$ cat src/design/esp_defs.vh
// Constants for the ESTOP motor power supervisor: offsets, fields, resets, timing.
// Assumes a 200 MHz single clock and a 32-bit APB register port.
`ifndef ESP_DEFS_VH
`define ESP_DEFS_VH

// Clock and timing
`define ESP_CLK_MHZ 200
`define ESP_DB_TIME_US 1000
`define ESP_DB_CYCLES (`ESP_DB_TIME_US * `ESP_CLK_MHZ)
`define ESP_BLINK_MS 250
`define ESP_BLINK_CYCLES (`ESP_BLINK_MS * 1000 * `ESP_CLK_MHZ)

// Register byte offsets
`define ESP_ADDR_W 8
`define ESP_OFF_CTRL 8'h00
`define ESP_OFF_STATUS 8'h04
`define ESP_OFF_INT_STAT 8'h08
`define ESP_OFF_INT_MASK 8'h0C
`define ESP_OFF_BLINK_DIV 8'h10

// CTRL fields
`define ESP_CTRL_SOFT_ESTOP 0
`define ESP_CTRL_SOFT_RESET 1
`define ESP_CTRL_RESET 2'h0

// STATUS fields
`define ESP_ST_STATE_LO 0
`define ESP_ST_STATE_HI 1
`define ESP_ST_POWER 2
`define ESP_ST_RELAY 3
`define ESP_ST_LOGIC 4
`define ESP_ST_BRAKE1 5
`define ESP_ST_BRAKE2 6
`define ESP_ST_SW_LO 8
`define ESP_ST_SW_HI 15
`define ESP_ST_IN_LO 16
`define ESP_ST_IN_HI 23

// Interrupt status / mask fields
`define ESP_INT_W 5
`define ESP_INT_TRIP 0
`define ESP_INT_RUN 1
`define ESP_INT_MOTOR_UV 2
`define ESP_INT_LOW24 3
`define ESP_INT_REGEN 4
`define ESP_INT_MASK_RESET 5'h00

// Configuration switch positions (switch n is bit n-1)
`define ESP_SW_RESET_CFG 0
`define ESP_SW_BRAKE_POL 1
`define ESP_SW_LOGIC_OUT 2
`define ESP_SW_RELAY_OUT 3
`define ESP_SW_INT_ESTOP 4
`define ESP_SW_EXT_ESTOP 5
`define ESP_SW_UV_MON 6

// Debounced contact vector positions
`define ESP_IN_N 16
`define ESP_IN_INT 8
`define ESP_IN_EXT 9
`define ESP_IN_RESET 10
`define ESP_IN_BRAKE1 11
`define ESP_IN_BRAKE2 12
`define ESP_IN_MOTOR_UV 13
`define ESP_IN_LOW24 14
`define ESP_IN_REGEN 15

// Supervisor states
`define ESP_STATE_TRIP 2'h0
`define ESP_STATE_WAIT 2'h1
`define ESP_STATE_RUN 2'h2

`endif

$ cat src/design/esp_supervisor.v
// ESTOP motor power supervisor: contact debounce, power state machine,
// brake polarity, relay and logic outputs, blink-coded LED, APB registers.
// Assumes all pins are synchronous to I_MCLK; contacts are high when closed.
//
// Decided for this implementation: the placing of the registers and the APB slave port.
`timescale 1ns/1ps
`default_nettype none
`include "esp_defs.vh"

module esp_debounce #(
	parameter CNT_W = 18,
	parameter [CNT_W-1:0] CYCLES = 18'd1000
) (
	// Clock and reset
	input wire i_clk,
	input wire i_rst_n,
	// Raw contact and clean level
	input wire i_raw,
	output reg o_clean
);
	reg sync1_q;
	reg sync2_q;
	reg [CNT_W-1:0] cnt_q;

	always @(posedge i_clk or negedge i_rst_n) begin
		if (!i_rst_n) begin
			sync1_q <= 1'b0;
			sync2_q <= 1'b0;
			cnt_q <= {CNT_W{1'b0}};
			o_clean <= 1'b0;
		end else begin
			sync1_q <= i_raw;
			sync2_q <= sync1_q;
			// Level must hold for CYCLES before it is accepted
			if (sync2_q == o_clean) begin
				cnt_q <= {CNT_W{1'b0}};
			end else if (cnt_q >= CYCLES - 1'b1) begin
				cnt_q <= {CNT_W{1'b0}};
				o_clean <= sync2_q;
			end else begin
				cnt_q <= cnt_q + 1'b1;
			end
		end
	end
endmodule

module esp_supervisor #(
	parameter DB_W = 18,
	parameter [DB_W-1:0] DEBOUNCE_CYCLES = `ESP_DB_CYCLES,
	parameter [31:0] BLINK_RESET = `ESP_BLINK_CYCLES
) (
	// Clock and reset
	input wire I_MCLK,
	input wire I_RST_N,
	// APB slave
	input wire I_PSEL,
	input wire I_PENABLE,
	input wire I_PWRITE,
	input wire [`ESP_ADDR_W-1:0] I_PADDR,
	input wire [31:0] I_PWDATA,
	output reg [31:0] O_PRDATA,
	output reg O_PREADY,
	output reg O_PSLVERR,
	// Configuration switch bank
	input wire [7:0] I_CFG_SW,
	// Contacts, high when closed
	input wire I_ESTOP_INT_CLOSED,
	input wire I_ESTOP_EXT_CLOSED,
	input wire I_RESET_CONTACT,
	// Brake requests from the drives
	input wire I_BRAKE1_REQ,
	input wire I_BRAKE2_REQ,
	// Supply monitors, high when faulted
	input wire I_MOTOR_UV,
	input wire I_LOW24_UV,
	input wire I_REGEN_LOCK,
	// Power and safety outputs
	output reg O_MOTOR_PWR_EN,
	output reg O_ESTOP_LOGIC,
	output reg O_RELAY_CLOSED,
	output reg O_BRAKE1,
	output reg O_BRAKE2,
	// Status LED
	output reg O_LED_GREEN,
	output reg O_LED_RED,
	// Interrupt
	output reg O_IRQ
);
	wire [`ESP_IN_N-1:0] raw_in;
	wire [`ESP_IN_N-1:0] clean_in;
	reg [1:0] state_q;
	reg [1:0] state_d;
	reg reset_prev_q;
	reg [1:0] ctrl_q;
	reg soft_reset_q;
	reg [`ESP_INT_W-1:0] int_stat_q;
	reg [`ESP_INT_W-1:0] int_mask_q;
	reg [31:0] blink_div_q;
	reg [31:0] blink_cnt_q;
	reg blink_tick_q;
	reg [1:0] phase_q;
	reg [2:0] uv_prev_q;
	reg [DB_W:0] boot_cnt_q;
	reg boot_done_q;
	reg led_g_d;
	reg led_r_d;
	reg [31:0] rd_d;
	reg addr_ok;

	assign raw_in = {I_REGEN_LOCK, I_LOW24_UV, I_MOTOR_UV, I_BRAKE2_REQ, I_BRAKE1_REQ,
		I_RESET_CONTACT, I_ESTOP_EXT_CLOSED, I_ESTOP_INT_CLOSED, I_CFG_SW};

	// One debouncer per contact
	genvar gi;
	generate
		for (gi = 0; gi < `ESP_IN_N; gi = gi + 1) begin : g_db
			esp_debounce #(
				.CNT_W(DB_W),
				.CYCLES(DEBOUNCE_CYCLES)
			) u_db (
				.i_clk(I_MCLK),
				.i_rst_n(I_RST_N),
				.i_raw(raw_in[gi]),
				.o_clean(clean_in[gi])
			);
		end
	endgenerate

	wire sw_reset_cfg = clean_in[`ESP_SW_RESET_CFG];
	wire sw_brake_pol = clean_in[`ESP_SW_BRAKE_POL];
	wire sw_logic_out = clean_in[`ESP_SW_LOGIC_OUT];
	wire sw_relay_out = clean_in[`ESP_SW_RELAY_OUT];
	wire sw_int_estop = clean_in[`ESP_SW_INT_ESTOP];
	wire sw_ext_estop = clean_in[`ESP_SW_EXT_ESTOP];
	wire sw_uv_mon = clean_in[`ESP_SW_UV_MON];

	// Loop health, ignoring loops that are switched out
	wire int_ok = !sw_int_estop || clean_in[`ESP_IN_INT];
	wire ext_ok = !sw_ext_estop || clean_in[`ESP_IN_EXT];
	wire loops_ok = int_ok && ext_ok && !ctrl_q[`ESP_CTRL_SOFT_ESTOP];

	// Under-voltage seen only with the monitor enabled
	wire motor_uv = sw_uv_mon && clean_in[`ESP_IN_MOTOR_UV];
	wire low24_uv = sw_uv_mon && clean_in[`ESP_IN_LOW24];
	wire uv_fault = motor_uv || low24_uv;
	wire regen_lock = clean_in[`ESP_IN_REGEN];

	// Momentary closure: rising edge of clean reset contact, or software pulse
	wire reset_pulse = (clean_in[`ESP_IN_RESET] && !reset_prev_q) || soft_reset_q;

	// Hold TRIP until every debouncer has seen its real input, not the reset zeros
	wire [DB_W:0] boot_end = {1'b0, DEBOUNCE_CYCLES} + {{(DB_W - 1){1'b0}}, 2'h2};
	always @(posedge I_MCLK or negedge I_RST_N) begin
		if (!I_RST_N) begin
			boot_cnt_q <= {(DB_W + 1){1'b0}};
			boot_done_q <= 1'b0;
		end else if (!boot_done_q) begin
			if (boot_cnt_q == boot_end) begin
				boot_done_q <= 1'b1;
			end else begin
				boot_cnt_q <= boot_cnt_q + 1'b1;
			end
		end
	end

	// Power state machine
	always @* begin
		state_d = state_q;
		case (state_q)
			`ESP_STATE_RUN: begin
				if (!loops_ok || uv_fault) begin
					state_d = `ESP_STATE_TRIP;
				end
			end
			`ESP_STATE_TRIP: begin
				if (boot_done_q && loops_ok && !uv_fault) begin
					state_d = sw_reset_cfg ? `ESP_STATE_WAIT : `ESP_STATE_RUN;
				end
			end
			`ESP_STATE_WAIT: begin
				if (!loops_ok || uv_fault) begin
					state_d = `ESP_STATE_TRIP;
				end else if (!sw_reset_cfg || reset_pulse) begin
					state_d = `ESP_STATE_RUN;
				end
			end
			default: begin
				state_d = `ESP_STATE_TRIP;
			end
		endcase
	end

	wire run_d = (state_d == `ESP_STATE_RUN);

	always @(posedge I_MCLK or negedge I_RST_N) begin
		if (!I_RST_N) begin
			state_q <= `ESP_STATE_TRIP;
			reset_prev_q <= 1'b0;
			O_MOTOR_PWR_EN <= 1'b0;
			O_ESTOP_LOGIC <= 1'b0;
			O_RELAY_CLOSED <= 1'b0;
			O_BRAKE1 <= 1'b0;
			O_BRAKE2 <= 1'b0;
		end else begin
			state_q <= state_d;
			reset_prev_q <= clean_in[`ESP_IN_RESET];
			O_MOTOR_PWR_EN <= run_d;
			O_ESTOP_LOGIC <= sw_logic_out && run_d;
			O_RELAY_CLOSED <= sw_relay_out && run_d;
			O_BRAKE1 <= sw_brake_pol ? clean_in[`ESP_IN_BRAKE1] : !clean_in[`ESP_IN_BRAKE1];
			O_BRAKE2 <= sw_brake_pol ? clean_in[`ESP_IN_BRAKE2] : !clean_in[`ESP_IN_BRAKE2];
		end
	end

	// Blink divider and four-step pattern phase
	always @(posedge I_MCLK or negedge I_RST_N) begin
		if (!I_RST_N) begin
			blink_cnt_q <= 32'h00000000;
			blink_tick_q <= 1'b0;
			phase_q <= 2'h0;
		end else begin
			blink_tick_q <= 1'b0;
			if (blink_cnt_q >= blink_div_q - 32'h00000001) begin
				blink_cnt_q <= 32'h00000000;
				blink_tick_q <= 1'b1;
			end else begin
				blink_cnt_q <= blink_cnt_q + 32'h00000001;
			end
			if (blink_tick_q) begin
				phase_q <= phase_q + 2'h1;
			end
		end
	end

	// LED code, most severe first
	always @* begin
		led_g_d = 1'b1;
		led_r_d = 1'b0;
		if (!loops_ok) begin
			led_g_d = phase_q[0];
			led_r_d = !phase_q[0];
		end else if (motor_uv) begin
			led_g_d = 1'b0;
			led_r_d = 1'b1;
		end else if (low24_uv) begin
			led_g_d = !phase_q[1];
			led_r_d = phase_q[1];
		end else if (regen_lock) begin
			led_g_d = (phase_q == 2'h0);
			led_r_d = (phase_q != 2'h0);
		end else if (state_q == `ESP_STATE_WAIT) begin
			led_g_d = phase_q[0];
			led_r_d = 1'b0;
		end
	end

	always @(posedge I_MCLK or negedge I_RST_N) begin
		if (!I_RST_N) begin
			O_LED_GREEN <= 1'b0;
			O_LED_RED <= 1'b0;
		end else begin
			O_LED_GREEN <= led_g_d;
			O_LED_RED <= led_r_d;
		end
	end

	// APB decode
	wire apb_setup = I_PSEL && !I_PENABLE;
	wire apb_wr = I_PSEL && I_PENABLE && O_PREADY && I_PWRITE;

	always @* begin
		rd_d = 32'h00000000;
		addr_ok = 1'b1;
		case (I_PADDR)
			`ESP_OFF_CTRL: begin
				rd_d[`ESP_CTRL_SOFT_ESTOP] = ctrl_q[`ESP_CTRL_SOFT_ESTOP];
			end
			`ESP_OFF_STATUS: begin
				rd_d[`ESP_ST_STATE_HI:`ESP_ST_STATE_LO] = state_q;
				rd_d[`ESP_ST_POWER] = O_MOTOR_PWR_EN;
				rd_d[`ESP_ST_RELAY] = O_RELAY_CLOSED;
				rd_d[`ESP_ST_LOGIC] = O_ESTOP_LOGIC;
				rd_d[`ESP_ST_BRAKE1] = O_BRAKE1;
				rd_d[`ESP_ST_BRAKE2] = O_BRAKE2;
				rd_d[`ESP_ST_SW_HI:`ESP_ST_SW_LO] = clean_in[7:0];
				rd_d[`ESP_ST_IN_HI:`ESP_ST_IN_LO] = clean_in[15:8];
			end
			`ESP_OFF_INT_STAT: begin
				rd_d[`ESP_INT_W-1:0] = int_stat_q;
			end
			`ESP_OFF_INT_MASK: begin
				rd_d[`ESP_INT_W-1:0] = int_mask_q;
			end
			`ESP_OFF_BLINK_DIV: begin
				rd_d = blink_div_q;
			end
			default: begin
				addr_ok = 1'b0;
			end
		endcase
	end

	// Events for the interrupt status
	wire ev_trip = (state_q != `ESP_STATE_TRIP) && (state_d == `ESP_STATE_TRIP);
	wire ev_run = (state_q != `ESP_STATE_RUN) && run_d;
	wire [2:0] uv_now = {regen_lock, low24_uv, motor_uv};
	wire [2:0] uv_rise = uv_now & ~uv_prev_q;
	wire [`ESP_INT_W-1:0] ev_set = {uv_rise, ev_run, ev_trip};
	wire stat_wr = apb_wr && (I_PADDR == `ESP_OFF_INT_STAT);
	wire [`ESP_INT_W-1:0] stat_clr = stat_wr ? I_PWDATA[`ESP_INT_W-1:0] : {`ESP_INT_W{1'b0}};
	wire [`ESP_INT_W-1:0] stat_next = (int_stat_q & ~stat_clr) | ev_set;

	always @(posedge I_MCLK or negedge I_RST_N) begin
		if (!I_RST_N) begin
			O_PRDATA <= 32'h00000000;
			O_PREADY <= 1'b0;
			O_PSLVERR <= 1'b0;
			ctrl_q <= `ESP_CTRL_RESET;
			soft_reset_q <= 1'b0;
			int_stat_q <= {`ESP_INT_W{1'b0}};
			int_mask_q <= `ESP_INT_MASK_RESET;
			blink_div_q <= BLINK_RESET;
			uv_prev_q <= 3'h0;
			O_IRQ <= 1'b0;
		end else begin
			O_PREADY <= apb_setup;
			O_PSLVERR <= apb_setup && !addr_ok;
			if (apb_setup) begin
				O_PRDATA <= rd_d;
			end
			soft_reset_q <= 1'b0;
			if (apb_wr && addr_ok) begin
				case (I_PADDR)
					`ESP_OFF_CTRL: begin
						ctrl_q[`ESP_CTRL_SOFT_ESTOP] <= I_PWDATA[`ESP_CTRL_SOFT_ESTOP];
						soft_reset_q <= I_PWDATA[`ESP_CTRL_SOFT_RESET];
					end
					`ESP_OFF_INT_MASK: begin
						int_mask_q <= I_PWDATA[`ESP_INT_W-1:0];
					end
					`ESP_OFF_BLINK_DIV: begin
						blink_div_q <= (I_PWDATA == 32'h00000000) ? 32'h00000001 : I_PWDATA;
					end
					default: begin
						soft_reset_q <= 1'b0;
					end
				endcase
			end
			// Set wins over a same-cycle write-one clear
			uv_prev_q <= uv_now;
			int_stat_q <= stat_next;
			O_IRQ <= |(stat_next & int_mask_q);
		end
	end
endmodule

`default_nettype wire

$ cat config.mk
export PLATFORM = sky130hd
export DESIGN_NAME = esp_supervisor
export DESIGN_NICKNAME = d
export VERILOG_FILES = /design/src/design/esp_supervisor.v
export VERILOG_INCLUDE_DIRS = /design/src /design/src/design
export SDC_FILE = /design/constraint.sdc
export NUM_CORES = 1
export LEC_CHECK = 0
export ABC_AREA = 1
export CAP_MARGIN = 10
export CELL_PAD_IN_SITES_DETAIL_PLACEMENT = 2
export CELL_PAD_IN_SITES_GLOBAL_PLACEMENT = 2
export CORE_ASPECT_RATIO = 0.9
export CORE_MARGIN = 2
export CORE_UTILIZATION = 42
export DETAILED_ROUTE_END_ITERATION = 8
export DONT_BUFFER_PORTS = 1
export GPL_TIMING_DRIVEN = 0
export PLACE_DENSITY_LB_ADDON = 0.1
export SLEW_MARGIN = 20
export SYNTH_ARGS = -nofsm -noshare
export SYNTH_HDL_FRONTEND = slang
export SYNTH_SLANG_ARGS = --single-unit
$ cat constraint.sdc
create_clock -name I_MCLK -period 6.54 [get_ports I_MCLK]
set_input_delay 0.981 -clock I_MCLK [delete_from_list [all_inputs] [get_ports I_MCLK]]
set_output_delay 0.981 -clock I_MCLK [all_outputs]
set_load 0.1 [all_outputs]
==> results of run 1 <==
-- how the worst max path moves through the flow --
stage	start	endpoint	cells after the start	slack (ns)
after global placement	blink_div_q[0]$_DFFE_PN0P_	blink_cnt_q[24]$_DFF_PN0_	20	2.97
after global routing	blink_div_q[0]$_DFFE_PN0P_	blink_cnt_q[26]$_DFF_PN0_	20	2.42
after floorplan	blink_div_q[0]$_DFFE_PN0P_	blink_cnt_q[10]$_DFF_PN0_	20	3.78
final	blink_div_q[1]$_DFFE_PN0P_	blink_cnt_q[26]$_DFF_PN0_	20	2.85
after CTS	blink_div_q[0]$_DFFE_PN0P_	blink_cnt_q[26]$_DFF_PN0_	20	2.79
after detailed placement	blink_div_q[0]$_DFFE_PN0P_	blink_cnt_q[26]$_DFF_PN0_	20	2.84
-- layout by cell type, fill, tap and decap left out, types with 15 or more instances in the layout --
cell,instances
inv_1,362
nand2_1,615
a21oi_1,80
clkbuf_8,18
o21bai_1,15
xnor2_1,82
nor2_1,659
o21ai_0,68
o22ai_1,16
dfrtp_1,471
clkbuf_16,57
nor4_1,17
nand4_1,100
clkbuf_1,31
xor2_1,156
ha_1,53
nand3_1,188
o21ai_2,30
nor3_1,134
-- registers in the layout, summed over array words and instances (netlist names), 2 cells and up --
register           count
g_db.u_db.cnt_q      288
g_db.u_db.o_clean     16
uv_prev_q              3
blink_div_q           32
int_mask_q             5
g_db.u_db.sync1_q     16
int_stat_q             5
phase_q                2
g_db.u_db.sync2_q     16
blink_cnt_q           32
O_PRDATA              32
state_q                2
boot_cnt_q            19
-- layer usage --
layer	track usage [%]	vias to the layer above
met5	0	-
met2	46.8	271
met1	33.4	11200
met3	6.37	157
met4	8.25	14
li1	-	10500
-- final cells by class --
| type | count | area [um2] |
|---|---|---|
| multi-input combinational | 2330 | 12000 |
| inverter | 368 | 1380 |
| tap | 792 | 991 |
| buffer | 38 | 205 |
| fill | 6923 | 32300 |
| clock inverter | 14 | 155 |
| clock buffer | 89 | 1730 |
| sequential | 483 | 12100 |
-- kinds of logic after synthesis --
group / after synthesis
AOI/OAI and AO/OA: 273
xor gates and xnor gates: 238
adders and majority gates: 53
buffers and inverters: 406
DFF: 483
and+or+nand+nor: 1766
-- where the power goes --
part	switching [mW]	internal [mW]	total [mW]	leakage (nW)
Clock	1.33	1.92	3.25	0.931
Combinational	0.101	0.0483	0.149	5.22
Sequential	0.172	3.04	3.21	6.48
-- per-stage QoR --
stage	util, %	std cells	area, um2	setup slack, ns	power (mW)
after detailed placement	43.8	4011	26700	2.84	3.41
final	46.9	4114	28600	2.85	6.60
after global placement	43.8	4011	26700	2.97	3.39
after floorplan	-	3219	25700	3.78	3.33
after CTS	46.9	4114	28600	2.79	6.68
after global routing	46.9	4114	28600	2.42	6.82
==> reports/metrics.yaml, run 1 <==
setup_violations: 0
insertedDiodeCount: 0
r2r_slack_ns: 2.85
critPathBufInv: 3
grt_antenna_before_repair: 6
synth-edff-count: 0
drtAntennaViolNets: 0
crit_chain: "inv_1 -> ha_1 -> nand2_1 -> nor2_2 -> nand2_1 -> nor2_2 -> nand3_1 -> nor2_1 -> nand2_1 -> nand2_1 -> inv_1 -> ha_1 -> nand2_1 -> nor2_1 -> nand2_1 -> nor4_1 -> nand2_1 -> nand3_1 -> buf_2 -> nor2_1"
drt-wirelength-per-cell_um: 20.3
synth_adder_area_share_pct: 2.58
final-max-slew-violation-count: 0
end_kind: "flip-flop"
max_freq_mhz: 271
synth_ff_type: "dfrtp_1"
cts_max_path_buffers: 3
remaining_drc_errors: 0
cts_hold_buf: 0
syn-num-nets: 3333
powerDensity_mw_per_mm2: 231
reg2reg_to: "blink_cnt_q[26]$_DFF_PN0_"
track_usage_pct: 27.0
synth-simple-area-share_pct: 29.3
ir_drop_mv: 0.219
drt_pre_antenna_iters: 5
worstHoldPathType: "input pin to asynchronous set/reset pin"
netlist_instances: 3219
max_slew_margin_pct: 13.9
cts_tree: "built"
clock_latency_ns: 0.63
top_layer: "met5"
worstMarginPinSlew_ns: 1.29
synthXorXnorAreaFrac_pct: 8.11
ys_seq_area_share_pct: 47.1
cp_max_fo: 10
syn_avg_cell_area_um2: 7.98
ys_ff_latch: 483
synth_top_family_by_area: "simple AND/OR/NAND/NOR gates"
hpwlAfterDp_mm: 61.1
yosys-top-cells-area: "dfrtp_1, nor2_1, nand2_1"
drt-met1-wl_mm: 36.0
crit_slowest_cell: "dfrtp_1"
first_global_vias: 25200
cap_violations: 0
io_buffers: 0
drtIter0Drc: 984
vias: 22200
cp_data_required_time_ns: 7.03
rows: 86
synthTopCellsByCount: "nor2_1, nand2_1, dfrtp_1"
fin_crit_sh_pct: 56.5
finClkSkew_ns: 0.0262
p_leak_nw: 12.6
fin_nets: 3391
yosys.area.top_type: "dfrtp_1"
hold_viol: 0
path_clk_slew_ns: 0.07
rsz0062_at_grt: "no"
grt_overflow: 0
viasPerCell: 5.39
crit_arrival_ns: 4.18
wl_mm: 83.5
r2r-start: "blink_div_q[1]$_DFFE_PN0P_"
io_pins: 103
die_x_um: 265
grt_pass1_wl_mm: 138
fin_setup_tns_ns: 0
synth_cell_type_count: 47
yosysMostFrequentCell: "nor2_1"
yosys_warnings: 0
muxShareOfSynthArea_pct: 0
postCtsSetupBuffers: 0
htree_levels: 2
path_delay_family: "simple AND/OR/NAND/NOR gates"
area_growth_pct: 11.2
fp.dieH_um: 239
startpoint_type: "flip-flop"
met3_length_mm: 4.21
wl_met2_mm: 40.5
ctsResizeCount: 0
hold_ws_ns: 0.0651
grt_max_degree: 484
synth_top_area_share_pct: 45.9
dieArea_mm2: 0.0632
cpPeakStageDelay_ns: 0.41
core_mm2: 0.0609
drive_gt1_share_pct: 5.66
min_period_ns: 3.69
gp_congestion: 0.865
worst-r2r-cell-count: 20
root_buffer: "clkbuf_16"
outcome: "finished, final reports clean"
critPathKind: "flip-flop to flip-flop"
cts_made_buffers: 56
critPathMostFrequentCell: "nand2_1"
synthArstFlopShare_pct: 100
synth-compound-area-share_pct: 6.75
cts_sinks: 483
netlist_area_mm2: 0.0257
start_util_pct: 42.2
Power figures use the tool's default switching activity.
==> inputs of run 2 (changes only) <==
- CORE_UTILIZATION: 42 -> 35
- clock period: 6.54 -> 3 ns (I/O delays scaled with it)
==> reports/metrics.yaml, run 2 (same netlist as run 1, synthesis figures left out) <==
outcome: "complete, but fails checks"  # was finished, final reports clean
violations: "negative hold slack, max-slew violations, negative setup slack"
root_buffer: "clkbuf_16"  # unchanged
critPathBufInv: 6  # was 3
cts_tree: "built"  # unchanged
rows: 94  # was 86
multi_input_area_mm2: 0.0125  # was 0.0120 mm2
fin_setup_tns_ns: -6.11  # was 0 ns
viasPerCell: 5.11  # was 5.39
drt_pre_antenna_iters: 5  # unchanged
io_pins: 103  # unchanged
wl_mm: 85.5  # was 83.5 mm
cts_hold_buf: 43  # was 0
grt_pass1_wl_mm: 137  # was 138 mm
worst-r2r-cell-count: 19  # was 20
nFillCells: 8249  # was 6,923
worstMarginPinSlew_ns: 1.94  # was 1.29 ns
hold_viol: 472  # was 0
r2r-start: "blink_div_q[2]$_DFFE_PN0P_"  # was blink_div_q[1]$_DFFE_PN0P_
critPathKind: "flip-flop to flip-flop"  # unchanged
crit_slowest_cell: "dfrtp_1"  # unchanged
setup_violations: 33  # was 0
grt_antenna_before_repair: 5  # was 6
cts_max_path_buffers: 3  # unchanged
drt-wirelength-per-cell_um: 19.5  # was 20.3 um
area_growth_pct: 17.8  # was 11.2%
rsz0062_at_grt: "yes"  # was no
cts_made_buffers: 58  # was 56
finalPower_mw: 14.8  # was 6.60 mW
dp_slack_ns: -0.997  # was 2.84 ns
cap_violations: 0  # unchanged
drtAntennaViolNets: 0  # unchanged
cpPeakStageDelay_ns: 0.41  # about the same
remaining_drc_errors: 0  # unchanged
grt_overflow: 0  # unchanged
track_usage_pct: 22.6  # was 27.0%
reg2reg_to: "blink_cnt_q[1]$_DFF_PN0_"  # was blink_cnt_q[26]$_DFF_PN0_
crit_arrival_ns: 3.76  # was 4.18 ns
timing.final.ws_setup_ns: -0.236  # was 2.85 ns
fin_nets: 3478  # was 3,391
path_clk_slew_ns: 0.06  # was 0.07 ns
fp.dieH_um: 261  # was 239 um
gp_congestion: 0.852  # was 0.865
largest_reg_flops: 288  # unchanged
drtIter0Drc: 855  # was 984
powerDensity_mw_per_mm2: 490  # was 231 mW/mm2
crit_chain: "inv_2 -> nand2_2 -> nor2_4 -> nand2_4 -> nor2_4 -> buf_12 -> nand3_4 -> buf_4 -> xor2_1 -> inv_1 -> ha_4 -> a21oi_2 -> o21a_1 -> nand2_1 -> a21oi_2 -> nand3_4 -> buf_12 -> buf_4 -> nor2_1"  # was inv_1 -> ha_1 -> nand2_1 -> nor2_2 -> nand2_1 -> nor2_2 -> nand3_1 -> nor2_1 -> nand2_1 -> nand2_1 -> inv_1 -> ha_1 -> nand2_1 -> nor2_1 -> nand2_1 -> nor4_1 -> nand2_1 -> nand3_1 -> buf_2 -> nor2_1
vias: 22400  # was 22,200
die_x_um: 290  # was 265 um
layout_common_cells: "nor2_1, nand2_1, dfrtp_1"  # unchanged
finish.utilization_pct: 41.5  # was 46.9%
crit_path_start: "blink_div_q[2]$_DFFE_PN0P_"  # was blink_div_q[1]$_DFFE_PN0P_
regMostFlops: "g_db.u_db.cnt_q"  # unchanged
r2r_slack_ns: -0.24  # was 2.85 ns
p_leak_nw: 13.2  # was 12.6 nW
path_delay_family: "simple AND/OR/NAND/NOR gates"  # unchanged
grt_max_degree: 484  # unchanged
finClkSkew_ns: 0.0454  # was 0.0262 ns
htree_levels: 2  # unchanged
worstHoldPathType: "input pin to asynchronous set/reset pin"  # unchanged
max_slew_margin_pct: -29.5  # was 13.9%
final-max-slew-violation-count: 168  # was 0
drive_gt1_share_pct: 9.55  # was 5.66%
max_freq_mhz: 309  # was 271 MHz
hpwlAfterDp_mm: 62.1  # was 61.1 mm
hold_ws_ns: -0.474  # was 0.0651 ns
dieArea_mm2: 0.0756  # was 0.0632 mm2
layout_commonest_cell: "nor2_1"  # unchanged
min_period_ns: 3.24  # was 3.69 ns
io_buffers: 0  # unchanged
cp_data_required_time_ns: 3.53  # was 7.03 ns
fin_crit_sh_pct: 108  # was 56.5%
cp_max_fo: 5  # was 10
end_kind: "flip-flop"  # unchanged
cts_sinks: 483  # unchanged
regArea_mm2: 0.0121  # about the same
clock_latency_ns: 0.65  # was 0.63 ns
start_util_pct: 35.2  # was 42.2%
ir_drop_mv: 0.331  # was 0.219 mV
core_mm2: 0.0729  # was 0.0609 mm2
first_global_vias: 25100  # was 25,200
startpoint_type: "flip-flop"  # unchanged
run 2: changes by cell type in the layout (fill, tap and decap cells not counted), moves of 7 or more:
cell / delta
nor2_2: +10
nand2_2: +13
dlygate4sd3_1: +43
nor2_1: -27
buf_4: +33
nand2_1: -20
nor2_4: +17
nand2_4: +7
clkbuf_8: -10
run 2: worst max path at each step:
stage	to	slack, ns	cells past startpoint
after floorplan	blink_cnt_q[10]$_DFF_PN0_	0.24	20
after global placement	blink_cnt_q[22]$_DFF_PN0_	-0.87	16
after CTS	blink_tick_q$_DFF_PN0_	-0.08	18
after global routing	blink_cnt_q[1]$_DFF_PN0_	-0.36	20
after detailed placement	blink_cnt_q[28]$_DFF_PN0_	-1.0	16
final	blink_cnt_q[1]$_DFF_PN0_	-0.24	19
run 2: worst reg2reg max path, delay by kind of cell, from the launching register on:
| family | cells | cell delay (ns) |
|---|---|---|
| xor gates and xnor gates | 1 | 0.18 |
| buffers and inverters | 6 | 0.86 |
| and+or+nand+nor | 8 | 0.96 |
| DFF | 1 | 0.41 |
| AOI/OAI and AO/OA | 3 | 0.49 |
| adders and majority gates | 1 | 0.23 |
run 2: what timing repair did:
item,4_1_cts,5_1_grt
buffers inserted,21,19
pin swaps,11,24
resized for setup,67,64
hold endpoints to repair,531,482
cloned,1,1
endpoints found under the setup margin,33,33
run 2: layer usage:
layer	part of all wire, %	track usage [%]	up-vias
li1	-	-	10700
met5	0.015	0	-
met2	49	39.0	214
met4	2.0	4.81	2
met1	45	29.5	11300
met3	3.9	4.16	106
run 2: stage by stage:
stage | instances | instance area, um2 | hold slack (ns)
2_1_floorplan | 3219 | 25700 | 0.154
3_3_place_gp | 4179 | 26900 | 0.169
3_5_place_dp | 4179 | 26900 | 0.174
4_1_cts | 4354 | 29800 | -0.516
5_1_grt | 4378 | 30300 | -0.528
6_report | 4378 | 30300 | -0.474
run 2: cell type report:
type,count,area share (%)
antenna,4,0.0331
sequential,483,40.0
clock buffer,75,5.34
clock inverter,35,1.38
timing repair buffer,85,2.79
buffer,38,0.777
inverter,368,4.56
tap,960,3.97
multi-input combinational,2330,41.2
run 2: power breakdown:
group | internal [mW] | leakage [nW] | switching (mW)
logic | 0.142 | 5.76 | 0.243
clock network | 4.43 | 0.984 | 3.05
registers | 6.62 | 6.47 | 0.363
==> inputs of run 3 (changes only) <==
- PLACE_DENSITY: default -> 0.84
- PLACE_DENSITY_LB_ADDON: 0.1 -> default
==> reports/metrics.yaml, run 3 (same netlist as run 1, synthesis figures left out) <==
vias: 23200  # was 22,400
critPathKind: "flip-flop to flip-flop"  # unchanged
drtAntennaViolNets: 0  # unchanged
rows: 94  # unchanged
cap_violations: 0  # unchanged
max_freq_mhz: 296  # was 309 MHz
cts_hold_buf: 41  # was 43
timing.final.ws_setup_ns: -0.380  # was -0.236 ns
drive_gt1_share_pct: 8.96  # was 9.55%
root_buffer: "clkbuf_16"  # unchanged
fin_crit_sh_pct: 113  # was 108%
cts_tree: "built"  # unchanged
path_clk_slew_ns: 0.06  # about the same
end_kind: "flip-flop"  # unchanged
setup_violations: 33  # unchanged
finalPower_mw: 15.1  # was 14.8 mW
gp_congestion: 0.880  # was 0.852
powerDensity_mw_per_mm2: 501  # was 490 mW/mm2
cp_data_required_time_ns: 3.52  # was 3.53 ns
io_pins: 103  # unchanged
grt_max_degree: 484  # unchanged
largest_reg_flops: 288  # unchanged
core_mm2: 0.0729  # unchanged
start_util_pct: 35.2  # unchanged
crit_arrival_ns: 3.90  # was 3.76 ns
layout_common_cells: "nor2_1, nand2_1, dfrtp_1"  # unchanged
regMostFlops: "g_db.u_db.cnt_q"  # unchanged
ir_drop_mv: 0.459  # was 0.331 mV
cts_made_buffers: 58  # unchanged
grt_pass1_wl_mm: 145  # was 137 mm
die_x_um: 290  # unchanged
outcome: "complete, but fails checks"  # unchanged
final-max-slew-violation-count: 0  # was 168
hold_ws_ns: -0.497  # was -0.474 ns
hpwlAfterDp_mm: 61.8  # was 62.1 mm
rsz0062_at_grt: "yes"  # unchanged
max_slew_margin_pct: 2.81  # was -29.5%
worstMarginPinSlew_ns: 1.46  # was 1.94 ns
wl_mm: 97.3  # was 85.5 mm
viasPerCell: 5.33  # was 5.11
htree_levels: 2  # unchanged
p_leak_nw: 13.2  # about the same
layout_commonest_cell: "nor2_1"  # unchanged
finClkSkew_ns: 0.0297  # was 0.0454 ns
grt_antenna_before_repair: 1  # was 5
io_buffers: 0  # unchanged
first_global_vias: 25300  # was 25,100
startpoint_type: "flip-flop"  # unchanged
drt-wirelength-per-cell_um: 22.3  # was 19.5 um
worstHoldPathType: "input pin to asynchronous set/reset pin"  # unchanged
cts_sinks: 483  # unchanged
finish.utilization_pct: 41.2  # was 41.5%
remaining_drc_errors: 0  # unchanged
cts_max_path_buffers: 3  # unchanged
track_usage_pct: 24.4  # was 22.6%
drtIter0Drc: 1366  # was 855
fp.dieH_um: 261  # unchanged
hold_viol: 471  # was 472
cp_max_fo: 5  # unchanged
drt_pre_antenna_iters: 5  # unchanged
fin_nets: 3467  # was 3,478
min_period_ns: 3.38  # was 3.24 ns
worst-r2r-cell-count: 20  # was 19
area_growth_pct: 17.0  # was 17.8%
clock_latency_ns: 0.67  # was 0.65 ns
grt_overflow: 0  # unchanged
violations: "negative hold slack, negative setup slack"  # was negative hold slack, max-slew violations, negative setup slack
dieArea_mm2: 0.0756  # unchanged
-- run 3: worst max-delay path: stages, from the launching register on --
cell and delay [ns]:
dfrtp_1 0.42, inv_2 0.13, ha_4 0.17, nand2_4 0.06, nor2_4 0.24, nand2_4 0.11
buf_4 0.15, xor2_1 0.25, inv_1 0.12, ha_1 0.31, nand2_1 0.11, nor2_2 0.20
nand2_1 0.14, inv_1 0.12, nand2_1 0.09, nand2_2 0.09, nand2_2 0.08, nand3_4 0.12
buf_12 0.13, buf_8 0.13, nor2_2 0.05
-- run 3: final timing paths --
| check | start | slack, ns | endpoint |
|---|---|---|---|
| max | blink_div_q[1]$_DFFE_PN0P_ | -0.38 | blink_cnt_q[5]$_DFF_PN0_ |
| min | I_RST_N | -0.50 | g_db[9].u_db.cnt_q[10]$_DFF_PN0_ |
| max reg2reg | blink_div_q[1]$_DFFE_PN0P_ | -0.38 | blink_cnt_q[5]$_DFF_PN0_ |
| min reg2reg | g_db[5].u_db.sync1_q$_DFF_PN0_ | 0.35 | g_db[5].u_db.sync2_q$_DFF_PN0_ |
| max in group asynchronous | I_RST_N | 2.24 | blink_div_q[9]$_DFFE_PN0P_ |
| min in group I_MCLK | I_PWDATA[10] | 0.04 | blink_div_q[10]$_DFFE_PN0P_ |
-- run 3: per-stage QoR --
| step | area, um2 | hold slack, ns | setup TNS, ns | worst slack [ns] | std cells |
|---|---|---|---|---|---|
| after floorplan | 25700 | 0.154 | 0 | 0.242 | 3219 |
| after global placement | 26900 | 0.172 | -17.01 | -0.562 | 4179 |
| after detailed placement | 26900 | 0.170 | -23.11 | -0.760 | 4179 |
| after CTS | 29700 | -0.529 | -2.53 | -0.131 | 4348 |
| after global routing | 30100 | -0.532 | -12.61 | -0.459 | 4363 |
| final | 30100 | -0.497 | -11.25 | -0.380 | 4364 |
-- run 3: cell type report --
type / count / area [um2]
Clock buffer: 87 / 1700
Fill cell: 8243 / 42900
Timing Repair Buffer: 76 / 732
Multi-Input combinational cell: 2330 / 12400
Tap cell: 960 / 1200
Sequential cell: 483 / 12100
Antenna cell: 1 / 2.50
Inverter: 368 / 1390
Buffer: 36 / 205
Clock inverter: 23 / 337
-- run 3: metal layers --
| layer | global-route usage (%) | wire length (um) | vias to the layer above |
|---|---|---|---|
| li1 | - | - | 10700 |
| met1 | 31.8 | 42200 | 11900 |
| met2 | 40.5 | 46300 | 517 |
| met3 | 6.48 | 6190 | 172 |
| met4 | 5.51 | 2550 | 2 |
| met5 | 0 | 13 | - |
-- run 3: power breakdown --
group	internal, mW	switching [mW]
Sequential	6.62	0.368
Clock	4.53	3.17
Combinational	0.141	0.255
Total	11.3	3.79
-- run 3: repair_timing --
action | 4_1_cts | 5_1_grt
endpoints found under the hold margin | 531 | 475
endpoints found under the setup margin | 33 | 34
gates resized for setup | 62 | 66
gates cloned | 2 | 0
setup buffers | 16 | 17
pin swaps | 17 | 27
